## src/wwd_pkg.sv

```systemverilog
`default_nettype none
package wwd_pkg;
    // System clock and internal cycle
    localparam int unsigned CLK_PERIOD_NS = 25;
    localparam int unsigned TCYL_NS = 40000;
    localparam int unsigned TICK_DIV_DEF = TCYL_NS / CLK_PERIOD_NS;
    localparam int unsigned DIV_W = 16;

    // Serial word
    localparam int unsigned WORD_W = 16;
    localparam int unsigned BITS_W = 5;
    localparam logic [4:0] BITS_FULL = 5'h10;
    localparam logic [4:0] BITS_MAX = 5'h1F;
    localparam logic [15:0] CTRL_RESET = 16'h0000;
    localparam int unsigned CAN_FAIL_W = 6;

    // Control word bit positions
    localparam int unsigned CB_TRIG = 0;
    localparam int unsigned CB_HS1 = 1;
    localparam int unsigned CB_HS2 = 2;
    localparam int unsigned CB_HS3 = 3;
    localparam int unsigned CB_AUTO = 4;
    localparam int unsigned CB_LS1 = 5;
    localparam int unsigned CB_LS2 = 6;
    localparam int unsigned CB_SV_EN = 7;
    localparam int unsigned CB_WD_CTRL = 8;
    localparam int unsigned CB_CAN_NSTBY = 9;
    localparam int unsigned CB_CAN_TX = 10;
    localparam int unsigned CB_PWM_EN = 11;

    // Diagnosis word bit positions
    localparam int unsigned DB_PREWARN = 0;
    localparam int unsigned DB_HS1_OVL = 1;
    localparam int unsigned DB_WD_RST = 2;
    localparam int unsigned DB_LOCKOUT = 3;
    localparam int unsigned DB_LS1 = 5;
    localparam int unsigned DB_LS2 = 6;
    localparam int unsigned DB_SV = 7;
    localparam int unsigned DB_CAN_LO = 8;
    localparam int unsigned DB_THERM_SW = 14;
    localparam int unsigned DB_THERM_CAN = 15;

    // Counts in internal cycles
    localparam int unsigned CNT_W = 6;
    localparam logic [5:0] POR_TICKS = 6'h10;
    localparam logic [5:0] LONG_OPEN_TICKS = 6'h20;
    localparam logic [5:0] CLOSED_TICKS = 6'h0C;
    localparam logic [5:0] OPEN_TICKS = 6'h14;
    localparam logic [5:0] WDRST_TICKS = 6'h04;
    localparam logic [3:0] TRIG_PATTERN = 4'hC;
    localparam int unsigned AUTO_W = 7;
    localparam logic [6:0] AUTO_ON_TICKS = 7'h02;

    typedef enum logic [2:0] {
        ST_POR,
        ST_LONG,
        ST_CLOSED,
        ST_OPEN,
        ST_SUSP,
        ST_WDRST
    } wwd_state_t;
endpackage : wwd_pkg
`default_nettype wire

```

## src/wwd_supervisor.sv

```systemverilog
`timescale 1ns/100ps
`default_nettype none
// Contract
// - Reset output released 16 internal cycles after supply exceeds reset threshold.
// - Supply below reset threshold pulls reset output low at once.
// - Armed by control bit 7, low supervisor voltage latches diagnosis bit 7.
// - After reset release the watchdog opens a 32-cycle long open window.
// - Trigger is control bit 0 sampled high two cycles, then low two.
// - Each period is 12 closed cycles then 20 open cycles.
// - Valid trigger in open window starts the next closed window immediately.
// - Early or missing trigger: reset low 4 cycles, diagnosis bit 2, long window.
// - Undervoltage or watchdog reset clears the whole control word.
// - Bit 8 plus undercurrent suspends watchdog and turns low-side switches off.
// - Leaving undercurrent gives one 32-cycle open window.
// - Flash level on pulse pin disables watchdog; first host telegram all zeros.
// - High-side 1 follows bit 1, or enabled pulse pin; serial bit dominates.
// - Diagnosis reports switch shutdown bit 14, prewarning bit 0, overload bit 1.
// - Supply lockout or any reset turns all switches off; lockout on bit 3.
// - High-side 2, 3 and low-side 1, 2 follow bits 2, 3, 5, 6.
// - Bits 3 and 4 pulse high-side 3 on 2 cycles per 128.
// - Diagnosis bits 5 and 6 show low-side switch states.
// - Word framed by chip select; taken on rising select, output released.
module wwd_supervisor #(
    parameter int unsigned TICK_DIV = wwd_pkg::TICK_DIV_DEF
) (
    input wire logic sys_clk,
    input wire logic resetn,
    input wire logic vcc_above_reset,
    input wire logic vcc_above_supervisor,
    input wire logic undercurrent,
    input wire logic flash_level,
    input wire logic pulse_ctrl,
    input wire logic supply_lockout,
    input wire logic thermal_shutdown_sw,
    input wire logic thermal_prewarn,
    input wire logic hs1_overload,
    input wire logic thermal_shutdown_can,
    input wire logic [wwd_pkg::CAN_FAIL_W-1:0] can_failure,
    input wire logic serial_clk,
    input wire logic chip_select_n,
    input wire logic serial_din,
    output logic serial_dout,
    output logic serial_dout_oe_n,
    output logic reset_out,
    output logic high_side_out_1,
    output logic high_side_out_2,
    output logic high_side_out_3,
    output logic low_side_out_1,
    output logic low_side_out_2,
    output logic can_tx_enable,
    output logic can_not_standby
);
    import wwd_pkg::*;

    if (TICK_DIV < 2 || TICK_DIV > 65535) begin : g_div_check
        $error("TICK_DIV out of range");
    end

    ////////////////////////////////////////////////////////////////////////////
    // Pin synchronisers
    localparam int unsigned PIN_W = 13 + CAN_FAIL_W;
    // Idle pin levels: select high, so no false frame edge follows reset
    localparam logic [PIN_W-1:0] PIN_IDLE = {{(PIN_W-2){1'b0}}, 2'h2};
    logic [PIN_W-1:0] pins, sync1_q, sync2_q;
    logic vcc_ok_s, vcc_sv_s, uc_s, flash_s, pwm_s, lockout_s, therm_sw_s, prewarn_s;
    logic ovl_s, therm_can_s, sclk_s, csn_s, din_s;
    logic [CAN_FAIL_W-1:0] can_fail_s;

    assign pins = {vcc_above_reset, vcc_above_supervisor, undercurrent, flash_level,
        pulse_ctrl, supply_lockout, thermal_shutdown_sw, thermal_prewarn, hs1_overload,
        thermal_shutdown_can, can_failure, serial_clk, chip_select_n, serial_din};
    assign {vcc_ok_s, vcc_sv_s, uc_s, flash_s, pwm_s, lockout_s, therm_sw_s, prewarn_s,
        ovl_s, therm_can_s, can_fail_s, sclk_s, csn_s, din_s} = sync2_q;

    always_ff @(posedge sys_clk or negedge resetn) begin
        if (!resetn) begin
            sync1_q <= PIN_IDLE;
            sync2_q <= PIN_IDLE;
        end else begin
            sync1_q <= pins;
            sync2_q <= sync1_q;
        end
    end

    ////////////////////////////////////////////////////////////////////////////
    // Internal cycle tick
    logic [DIV_W-1:0] div_q, div_d;
    logic tick_q, tick_d;

    always_comb begin
        tick_d = 1'b0;
        div_d = div_q + 16'h0001;
        if (div_q == DIV_W'(TICK_DIV - 1)) begin
            div_d = '0;
            tick_d = 1'b1;
        end
    end

    always_ff @(posedge sys_clk or negedge resetn) begin
        if (!resetn) begin
            div_q <= '0;
            tick_q <= 1'b0;
        end else begin
            div_q <= div_d;
            tick_q <= tick_d;
        end
    end

    ////////////////////////////////////////////////////////////////////////////
    // Serial port
    logic [WORD_W-1:0] diag_word, rx_word;
    logic word_valid;

    wwd_serial u_serial (
        .sys_clk(sys_clk),
        .resetn(resetn),
        .sclk_s(sclk_s),
        .chip_select_n_s(csn_s),
        .din_s(din_s),
        .diag_word(diag_word),
        .rx_word(rx_word),
        .word_valid(word_valid),
        .dout(serial_dout),
        .dout_oe_n(serial_dout_oe_n)
    );

    ////////////////////////////////////////////////////////////////////////////
    // Reset generator and window watchdog
    wwd_state_t st_q, st_d;
    logic [CNT_W-1:0] cnt_q, cnt_d;
    logic [3:0] hist_q, hist_d;
    logic [WORD_W-1:0] ctrl_q, ctrl_d;
    logic trig, wd_fault, suspend, rst_q, rst_d;

    assign suspend = ctrl_q[CB_WD_CTRL] && uc_s;

    always_comb begin
        st_d = st_q;
        cnt_d = cnt_q;
        hist_d = hist_q;
        wd_fault = 1'b0;
        if (tick_q) begin
            hist_d = {hist_q[2:0], ctrl_q[CB_TRIG]};
        end
        trig = tick_q && (hist_d == TRIG_PATTERN) && !flash_s;
        if (!vcc_ok_s) begin
            st_d = ST_POR;
            cnt_d = '0;
        end else begin
            unique case (st_q)
                ST_POR: if (tick_q) begin
                    if (cnt_q == POR_TICKS - 6'h01) begin
                        st_d = ST_LONG;
                        cnt_d = '0;
                    end else begin
                        cnt_d = cnt_q + 6'h01;
                    end
                end
                ST_LONG: if (flash_s) begin
                    cnt_d = '0;
                end else if (suspend) begin
                    st_d = ST_SUSP;
                end else if (trig) begin
                    st_d = ST_CLOSED;
                    cnt_d = '0;
                end else if (tick_q) begin
                    if (cnt_q == LONG_OPEN_TICKS - 6'h01) begin
                        wd_fault = 1'b1;
                    end else begin
                        cnt_d = cnt_q + 6'h01;
                    end
                end
                ST_CLOSED: if (flash_s) begin
                    st_d = ST_LONG;
                    cnt_d = '0;
                end else if (suspend) begin
                    st_d = ST_SUSP;
                end else if (trig) begin
                    wd_fault = 1'b1;
                end else if (tick_q) begin
                    if (cnt_q == CLOSED_TICKS - 6'h01) begin
                        st_d = ST_OPEN;
                        cnt_d = '0;
                    end else begin
                        cnt_d = cnt_q + 6'h01;
                    end
                end
                ST_OPEN: if (flash_s) begin
                    st_d = ST_LONG;
                    cnt_d = '0;
                end else if (suspend) begin
                    st_d = ST_SUSP;
                end else if (trig) begin
                    st_d = ST_CLOSED;
                    cnt_d = '0;
                end else if (tick_q) begin
                    if (cnt_q == OPEN_TICKS - 6'h01) begin
                        wd_fault = 1'b1;
                    end else begin
                        cnt_d = cnt_q + 6'h01;
                    end
                end
                ST_SUSP: if (!suspend) begin
                    st_d = ST_LONG;
                    cnt_d = '0;
                end
                ST_WDRST: if (tick_q) begin
                    if (cnt_q == WDRST_TICKS - 6'h01) begin
                        st_d = ST_LONG;
                        cnt_d = '0;
                    end else begin
                        cnt_d = cnt_q + 6'h01;
                    end
                end
                default: begin
                    st_d = ST_POR;
                    cnt_d = '0;
                end
            endcase
            if (wd_fault) begin
                st_d = ST_WDRST;
                cnt_d = '0;
            end
        end
        rst_d = (st_d != ST_POR) && (st_d != ST_WDRST);
        ctrl_d = ctrl_q;
        if (word_valid) begin
            ctrl_d = rx_word;
        end
        if (!vcc_ok_s || wd_fault) begin
            ctrl_d = CTRL_RESET;
        end
    end

    always_ff @(posedge sys_clk or negedge resetn) begin
        if (!resetn) begin
            st_q <= ST_POR;
            cnt_q <= '0;
            hist_q <= '0;
            rst_q <= 1'b0;
            ctrl_q <= CTRL_RESET;
        end else begin
            st_q <= st_d;
            cnt_q <= cnt_d;
            hist_q <= hist_d;
            rst_q <= rst_d;
            ctrl_q <= ctrl_d;
        end
    end

    ////////////////////////////////////////////////////////////////////////////
    // Switches and auto-timing
    logic [AUTO_W-1:0] auto_q, auto_d;
    logic hs1_q, hs1_d, hs2_q, hs2_d, hs3_q, hs3_d, ls1_q, ls1_d, ls2_q, ls2_d;
    logic tx_q, tx_d, nstby_q, nstby_d, sw_on, auto_mode;

    assign auto_mode = ctrl_q[CB_HS3] && ctrl_q[CB_AUTO];

    always_comb begin
        sw_on = rst_d && !lockout_s;
        auto_d = auto_q;
        if (!auto_mode || wd_fault) begin
            auto_d = '0;
        end else if (tick_q) begin
            auto_d = auto_q + 7'h01;
        end
        hs1_d = sw_on && (ctrl_q[CB_HS1] || (ctrl_q[CB_PWM_EN] && pwm_s));
        hs2_d = sw_on && ctrl_q[CB_HS2];
        hs3_d = sw_on && ctrl_q[CB_HS3] && (!ctrl_q[CB_AUTO] || auto_q < AUTO_ON_TICKS);
        ls1_d = sw_on && ctrl_q[CB_LS1] && !suspend;
        ls2_d = sw_on && ctrl_q[CB_LS2] && !suspend;
        tx_d = ctrl_q[CB_CAN_TX];
        nstby_d = ctrl_q[CB_CAN_NSTBY];
    end

    always_ff @(posedge sys_clk or negedge resetn) begin
        if (!resetn) begin
            auto_q <= '0;
            hs1_q <= 1'b0;
            hs2_q <= 1'b0;
            hs3_q <= 1'b0;
            ls1_q <= 1'b0;
            ls2_q <= 1'b0;
            tx_q <= 1'b0;
            nstby_q <= 1'b0;
        end else begin
            auto_q <= auto_d;
            hs1_q <= hs1_d;
            hs2_q <= hs2_d;
            hs3_q <= hs3_d;
            ls1_q <= ls1_d;
            ls2_q <= ls2_d;
            tx_q <= tx_d;
            nstby_q <= nstby_d;
        end
    end

    ////////////////////////////////////////////////////////////////////////////
    // Diagnosis flags and word
    logic wdf_q, wdf_d, sv_q, sv_d;

    always_comb begin
        // Flags cleared after a completed frame; a new set wins
        wdf_d = wdf_q;
        sv_d = sv_q;
        if (word_valid) begin
            wdf_d = 1'b0;
            sv_d = 1'b0;
        end
        if (wd_fault) begin
            wdf_d = 1'b1;
        end
        if (ctrl_q[CB_SV_EN] && !vcc_sv_s) begin
            sv_d = 1'b1;
        end
        diag_word = '0;
        diag_word[DB_PREWARN] = prewarn_s;
        diag_word[DB_HS1_OVL] = ovl_s;
        diag_word[DB_THERM_SW] = therm_sw_s;
        diag_word[DB_WD_RST] = wdf_q;
        diag_word[DB_LOCKOUT] = lockout_s;
        diag_word[DB_LS1] = ls1_q;
        diag_word[DB_LS2] = ls2_q;
        diag_word[DB_SV] = sv_q;
        diag_word[DB_CAN_LO +: CAN_FAIL_W] = can_fail_s;
        diag_word[DB_THERM_CAN] = therm_can_s;
    end

    always_ff @(posedge sys_clk or negedge resetn) begin
        if (!resetn) begin
            wdf_q <= 1'b0;
            sv_q <= 1'b0;
        end else begin
            wdf_q <= wdf_d;
            sv_q <= sv_d;
        end
    end

    assign reset_out = rst_q;
    assign high_side_out_1 = hs1_q;
    assign high_side_out_2 = hs2_q;
    assign high_side_out_3 = hs3_q;
    assign low_side_out_1 = ls1_q;
    assign low_side_out_2 = ls2_q;
    assign can_tx_enable = tx_q;
    assign can_not_standby = nstby_q;
endmodule : wwd_supervisor
`default_nettype wire

```

## src/wwd_serial.sv

```systemverilog
`timescale 1ns/100ps
`default_nettype none
module wwd_serial (
    input wire logic sys_clk,
    input wire logic resetn,
    input wire logic sclk_s,
    input wire logic chip_select_n_s,
    input wire logic din_s,
    input wire logic [wwd_pkg::WORD_W-1:0] diag_word,
    output logic [wwd_pkg::WORD_W-1:0] rx_word,
    output logic word_valid,
    output logic dout,
    output logic dout_oe_n
);
    import wwd_pkg::*;

    logic sclk_prev_q, csn_prev_q;
    logic [WORD_W-1:0] tx_q, tx_d, rx_q, rx_d, word_q, word_d;
    logic [BITS_W-1:0] bits_q, bits_d;
    logic valid_q, valid_d, dout_q, dout_d, oe_n_q, oe_n_d;
    logic cs_fall, cs_rise, sclk_rise, sclk_fall;

    assign cs_fall = csn_prev_q && !chip_select_n_s;
    assign cs_rise = !csn_prev_q && chip_select_n_s;
    assign sclk_rise = !sclk_prev_q && sclk_s;
    assign sclk_fall = sclk_prev_q && !sclk_s;

    ////////////////////////////////////////////////////////////////////////////
    // Frame shifting: sample on rising clock, shift out on falling clock
    always_comb begin
        tx_d = tx_q;
        rx_d = rx_q;
        word_d = word_q;
        bits_d = bits_q;
        valid_d = 1'b0;
        dout_d = dout_q;
        oe_n_d = oe_n_q;
        if (cs_fall) begin
            tx_d = diag_word;
            dout_d = diag_word[WORD_W-1];
            oe_n_d = 1'b0;
            bits_d = '0;
        end else if (cs_rise) begin
            oe_n_d = 1'b1;
            if (bits_q == BITS_FULL) begin
                word_d = rx_q;
                valid_d = 1'b1;
            end
        end else if (!chip_select_n_s) begin
            if (sclk_rise) begin
                rx_d = {rx_q[WORD_W-2:0], din_s};
                if (bits_q != BITS_MAX) begin
                    bits_d = bits_q + 5'h01;
                end
            end
            if (sclk_fall) begin
                tx_d = {tx_q[WORD_W-2:0], 1'b0};
                dout_d = tx_q[WORD_W-2];
            end
        end
    end

    always_ff @(posedge sys_clk or negedge resetn) begin
        if (!resetn) begin
            sclk_prev_q <= 1'b0;
            csn_prev_q <= 1'b1;
            tx_q <= '0;
            rx_q <= '0;
            word_q <= '0;
            bits_q <= '0;
            valid_q <= 1'b0;
            dout_q <= 1'b0;
            oe_n_q <= 1'b1;
        end else begin
            sclk_prev_q <= sclk_s;
            csn_prev_q <= chip_select_n_s;
            tx_q <= tx_d;
            rx_q <= rx_d;
            word_q <= word_d;
            bits_q <= bits_d;
            valid_q <= valid_d;
            dout_q <= dout_d;
            oe_n_q <= oe_n_d;
        end
    end

    assign rx_word = word_q;
    assign word_valid = valid_q;
    assign dout = dout_q;
    assign dout_oe_n = oe_n_q;
endmodule : wwd_serial
`default_nettype wire

```

## config.mk

```make
export PLATFORM = sky130hd
export DESIGN_NAME = wwd_supervisor
export DESIGN_NICKNAME = d
export VERILOG_FILES = /design/src/wwd_pkg.sv /design/src/wwd_supervisor.sv /design/src/wwd_serial.sv
export SDC_FILE = /design/constraint.sdc
export NUM_CORES = 1
export LEC_CHECK = 0
export BUFFER_PORTS_ARGS = -buffer_cell sky130_fd_sc_hd__buf_2
export CAP_MARGIN = 40
export CORE_MARGIN = 5
export CORE_UTILIZATION = 55
export DETAILED_ROUTE_END_ITERATION = 7
export PLACE_DENSITY = 0.73
export SETUP_SLACK_MARGIN = 0.15
export SLEW_MARGIN = 5
export SYNTH_ARGS = -nofsm -noshare
export SYNTH_HDL_FRONTEND = slang
export SYNTH_SLANG_ARGS = --single-unit
```

## constraint.sdc

```tcl
create_clock -name sys_clk -period 2.59 [get_ports sys_clk]
set_input_delay 0.3885 -clock sys_clk [delete_from_list [all_inputs] [get_ports sys_clk]]
set_output_delay 0.3885 -clock sys_clk [all_outputs]
set_load 0.05 [all_outputs]
```

==> results by group <==
Status
  – Outcome: finished clean

Hold path
  – Worst Hold Launch: sync1_q[8]
  – WHS Path Cells: 0
  – Worst hold endpoint: sync2_q[8]
  – Worst hold path type: reg2reg

Layout
  – Most common cell after layout, fill and taps aside: dfrtp_1
  – Post-route design area: 0.00705 mm2
  – Share of cells above drive strength 1: 21.4%
  – Fin nets: 581
  – Synthesis-to-finish area growth: 18.8%
  – Most frequent cells in the layout: dfrtp_1 (141), nor2_1 (45), nand2_1 (42)
  – Antenna cells: 0
  – Fin util: 65.9%

Synth
  – Post-synth top area cell: dfrtp_1
  – Mean post-synth cell area: 12.1 um2
  – EDFF count, synth: 0
  – Area contributors post-synth: dfrtp_1 (59%), mux2_2 (5.1%), mux2i_1 (4.7%)
  – Yosys Warn Count: 0
  – Post-Syn Area: 0.00594 mm2
  – Most used DFF post-synth: dfrtp_1
  – Sequential element share of the synthesized area: 61.2%
  – Ys async rst share: 100%
  – Syn Nets: 521
  – Post-synth top area share: 59.4%
  – #FFs+latches synth: 145
  – Mapped Cells: 492
  – Unique cell type count in the Yosys netlist: 60

Timing
  – Max Clk Rate: 429 MHz
  – WHS: 0.347 ns
  – Fin Setup TNS: 0 ns
  – Final critical-path required period: 2.33 ns
  – Number of setup violations in the final report: 0
  – Slew @ Worst Pin: 0.705 ns
  – Final Cycle Share: 90.0%
  – Slew margin rel.: 53.0%
  – Final clock skew: 0.00604 ns
  – Slew Limit Fails: 0
  – RSZ-0062 raised after global routing: false
  – Hold Violations, Final: 0

Drt
  – Drt drc: 0
  – Via density: 5.52
  – DR pass1 iterations: 4
  – Antenna Nets Post-Route: 0
  – Vias: 3,892
  – Detail-routed net length per standard cell: 16.0 um
  – Initial DRC Count: 256
  – Total Wirelength: 11.3 mm

Place
  – DP Wirelength: 7.16 mm
  – Area after DPL: 0.00627 mm2
  – IO Port Bufs: 30
  – Global placer's final weighted congestion: 0.854

Floorplanning
  – Die area: 0.0130 mm2
  – Initial Util: 55.5%
  – Ports: 31
  – Core footprint: 0.0107 mm2
  – Core Rows: 38
  – Width of the die: 114 um
  – DIE HEIGHT: 114 um

Critical path
  – Reg2Reg Setup Slack: 0.26 ns
  – Worst path slowest cell: or4_4
  – Critical path data arrival time: 2.78 ns
  – Critical R2R Launch: cnt_q[0]
  – R2r endpoint: cnt_q[5]
  – Worst endpoint required time: 3.04 ns
  – CP peak stage delay: 0.54 ns
  – Cell Chain, Critical Path: ha_1 -> or4bb_2 -> a21oi_1 -> a211o_1 -> or2_1 -> or4_4 -> a21oi_2
  – CP Launch Type: flop
  – CP Max Fanout: 8
  – Crit. End Element: flop
  – Worst r2r path cells: 7
  – Critical path class: reg2reg

Global routing
  – Largest net degree at the start of global routing: 71
  – Initial antenna violation count: 0
  – First-pass GRT wire length: 19.6 mm
  – GR met1 Demand/Resource: 25.0%
  – Grt met3 use: 5.09%
  – Total gr overflow: 0
  – Top Usage Layer GRT: met2
  – Vias in the first global route: 4,007
  – Total track usage: 19.4%
  – Met2 GRT Util: 31.3%

Clocking
  – Clock root buffer: clkbuf_8
  – Clock Path Buffers: 2
  – Num CTS Buffers: 17
  – CTS HTree Levels: 4
  – CTS tree: done
  – Clk Latency, worst-skew pair: 0.52 ns
  – CTS Sinks: 145
  – Setup Fix Bufs, Post-CTS: 0
  – Clk slew on worst S/H paths: 0.06 ns

Power
  – Overall Power: 5150 uW
  – Static leakage: 0.00318 uW
  – Max VDD drop: 0.439 mV
  – Power Density: 730 mW/mm2

Run
  – Maxcap violations: 0
==> cell usage after synthesis (3+ instances only) <==
master / instances
xor2_1: 10
clkbuf_1: 13
inv_1: 10
o22ai_1: 5
a31oi_1: 7
nand3b_1: 3
buf_6: 4
nor4_1: 5
nand2b_1: 6
nand2_1: 42
mux2i_1: 28
nand4_1: 8
mux2_2: 27
nor3_1: 8
dfstp_2: 4
and3_1: 6
nor3b_1: 4
o21ai_0: 25
a21oi_1: 7
o211ai_1: 3
xnor2_1: 10
nor2_1: 46
nand3_1: 18
dfrtp_1: 141
ha_1: 8
nor4b_1: 3
==> worst max-delay path, delay by kind of cell, from the launching register on <==
family / cells / cell delay (ns)
and+or+nand+nor: 3 / 1.03
AOI/OAI and AO/OA: 3 / 0.50
DFF: 1 / 0.42
adders and majority gates: 1 / 0.30
==> flip-flops by register name (all words and copies together) (netlist names), 3 cells and up <==
register and count:
st_q 3, sync2_q 19, ctrl_q 12, cnt_q 6
u_serial.rx_word 12, auto_q 7, u_serial.rx_q 12, div_q 16
u_serial.bits_q 5, sync1_q 19, hist_q 3, u_serial.tx_q 15
==> cell families after synthesis <==
family / Yosys count / share of synthesized area, %
mux: 55 / 9.84
fa+ha+maj: 8 / 1.69
compound gates: 65 / 7.10
xor+xnor: 20 / 2.95
buf+inv: 31 / 2.55
flops: 145 / 61.2
simple gates: 168 / 14.7
==> worst max-delay path by stage <==
stage / start / to / slack [ns] / cells past startpoint
6_report: cnt_q[0] / cnt_q[5] / 0.26 / 7
5_1_grt: cnt_q[0] / cnt_q[5] / 0.15 / 7
4_1_cts: cnt_q[0] / cnt_q[5] / 0.28 / 7
3_5_place_dp: cnt_q[0] / cnt_q[5] / 0.30 / 7
3_3_place_gp: cnt_q[0] / cnt_q[5] / 0.34 / 7
2_1_floorplan: sync2_q[1] / u_serial.rx_word[10] / 0.23 / 8
==> routing by layer <==
metal,vias to the layer above,routed length [um]
met2,81,5740
met3,13,482
met5,-,0
met1,1947,4860
li1,1851,-
met4,0,167
==> per-stage QoR <==
stage,setup slack (ns),cells
after floorplan,0.226,492
after global placement,0.337,653
after detailed placement,0.302,653
after CTS,0.280,705
after global routing,0.152,705
final,0.258,705
==> repair_timing <==
| action | in CTS | in global routing |
|---|---|---|
| hold endpoints to repair | 87 | 0 |
| endpoints found under the setup margin | 0 | 5 |
| gates resized for setup | 0 | 3 |
| hold buffers | 20 | 0 |
==> cell type report <==
| type | instances | area (um2) |
|---|---|---|
| clock buffers | 20 | 445 |
| flip-flops and latches | 145 | 3630 |
| well taps | 140 | 175 |
| clock inverters | 12 | 124 |
| repair buffers | 62 | 459 |
| inverters | 10 | 37.5 |
| multi-input cells | 316 | 2180 |
| fillers | 805 | 3650 |
==> report_power, final <==
group          internal (uW)  leakage, uW  switching (uW)
logic                    150      0.00102             186
registers               2420      0.00188            99.4
clock network           1340     0.000267             952
(Power assumes the default switching activity.)
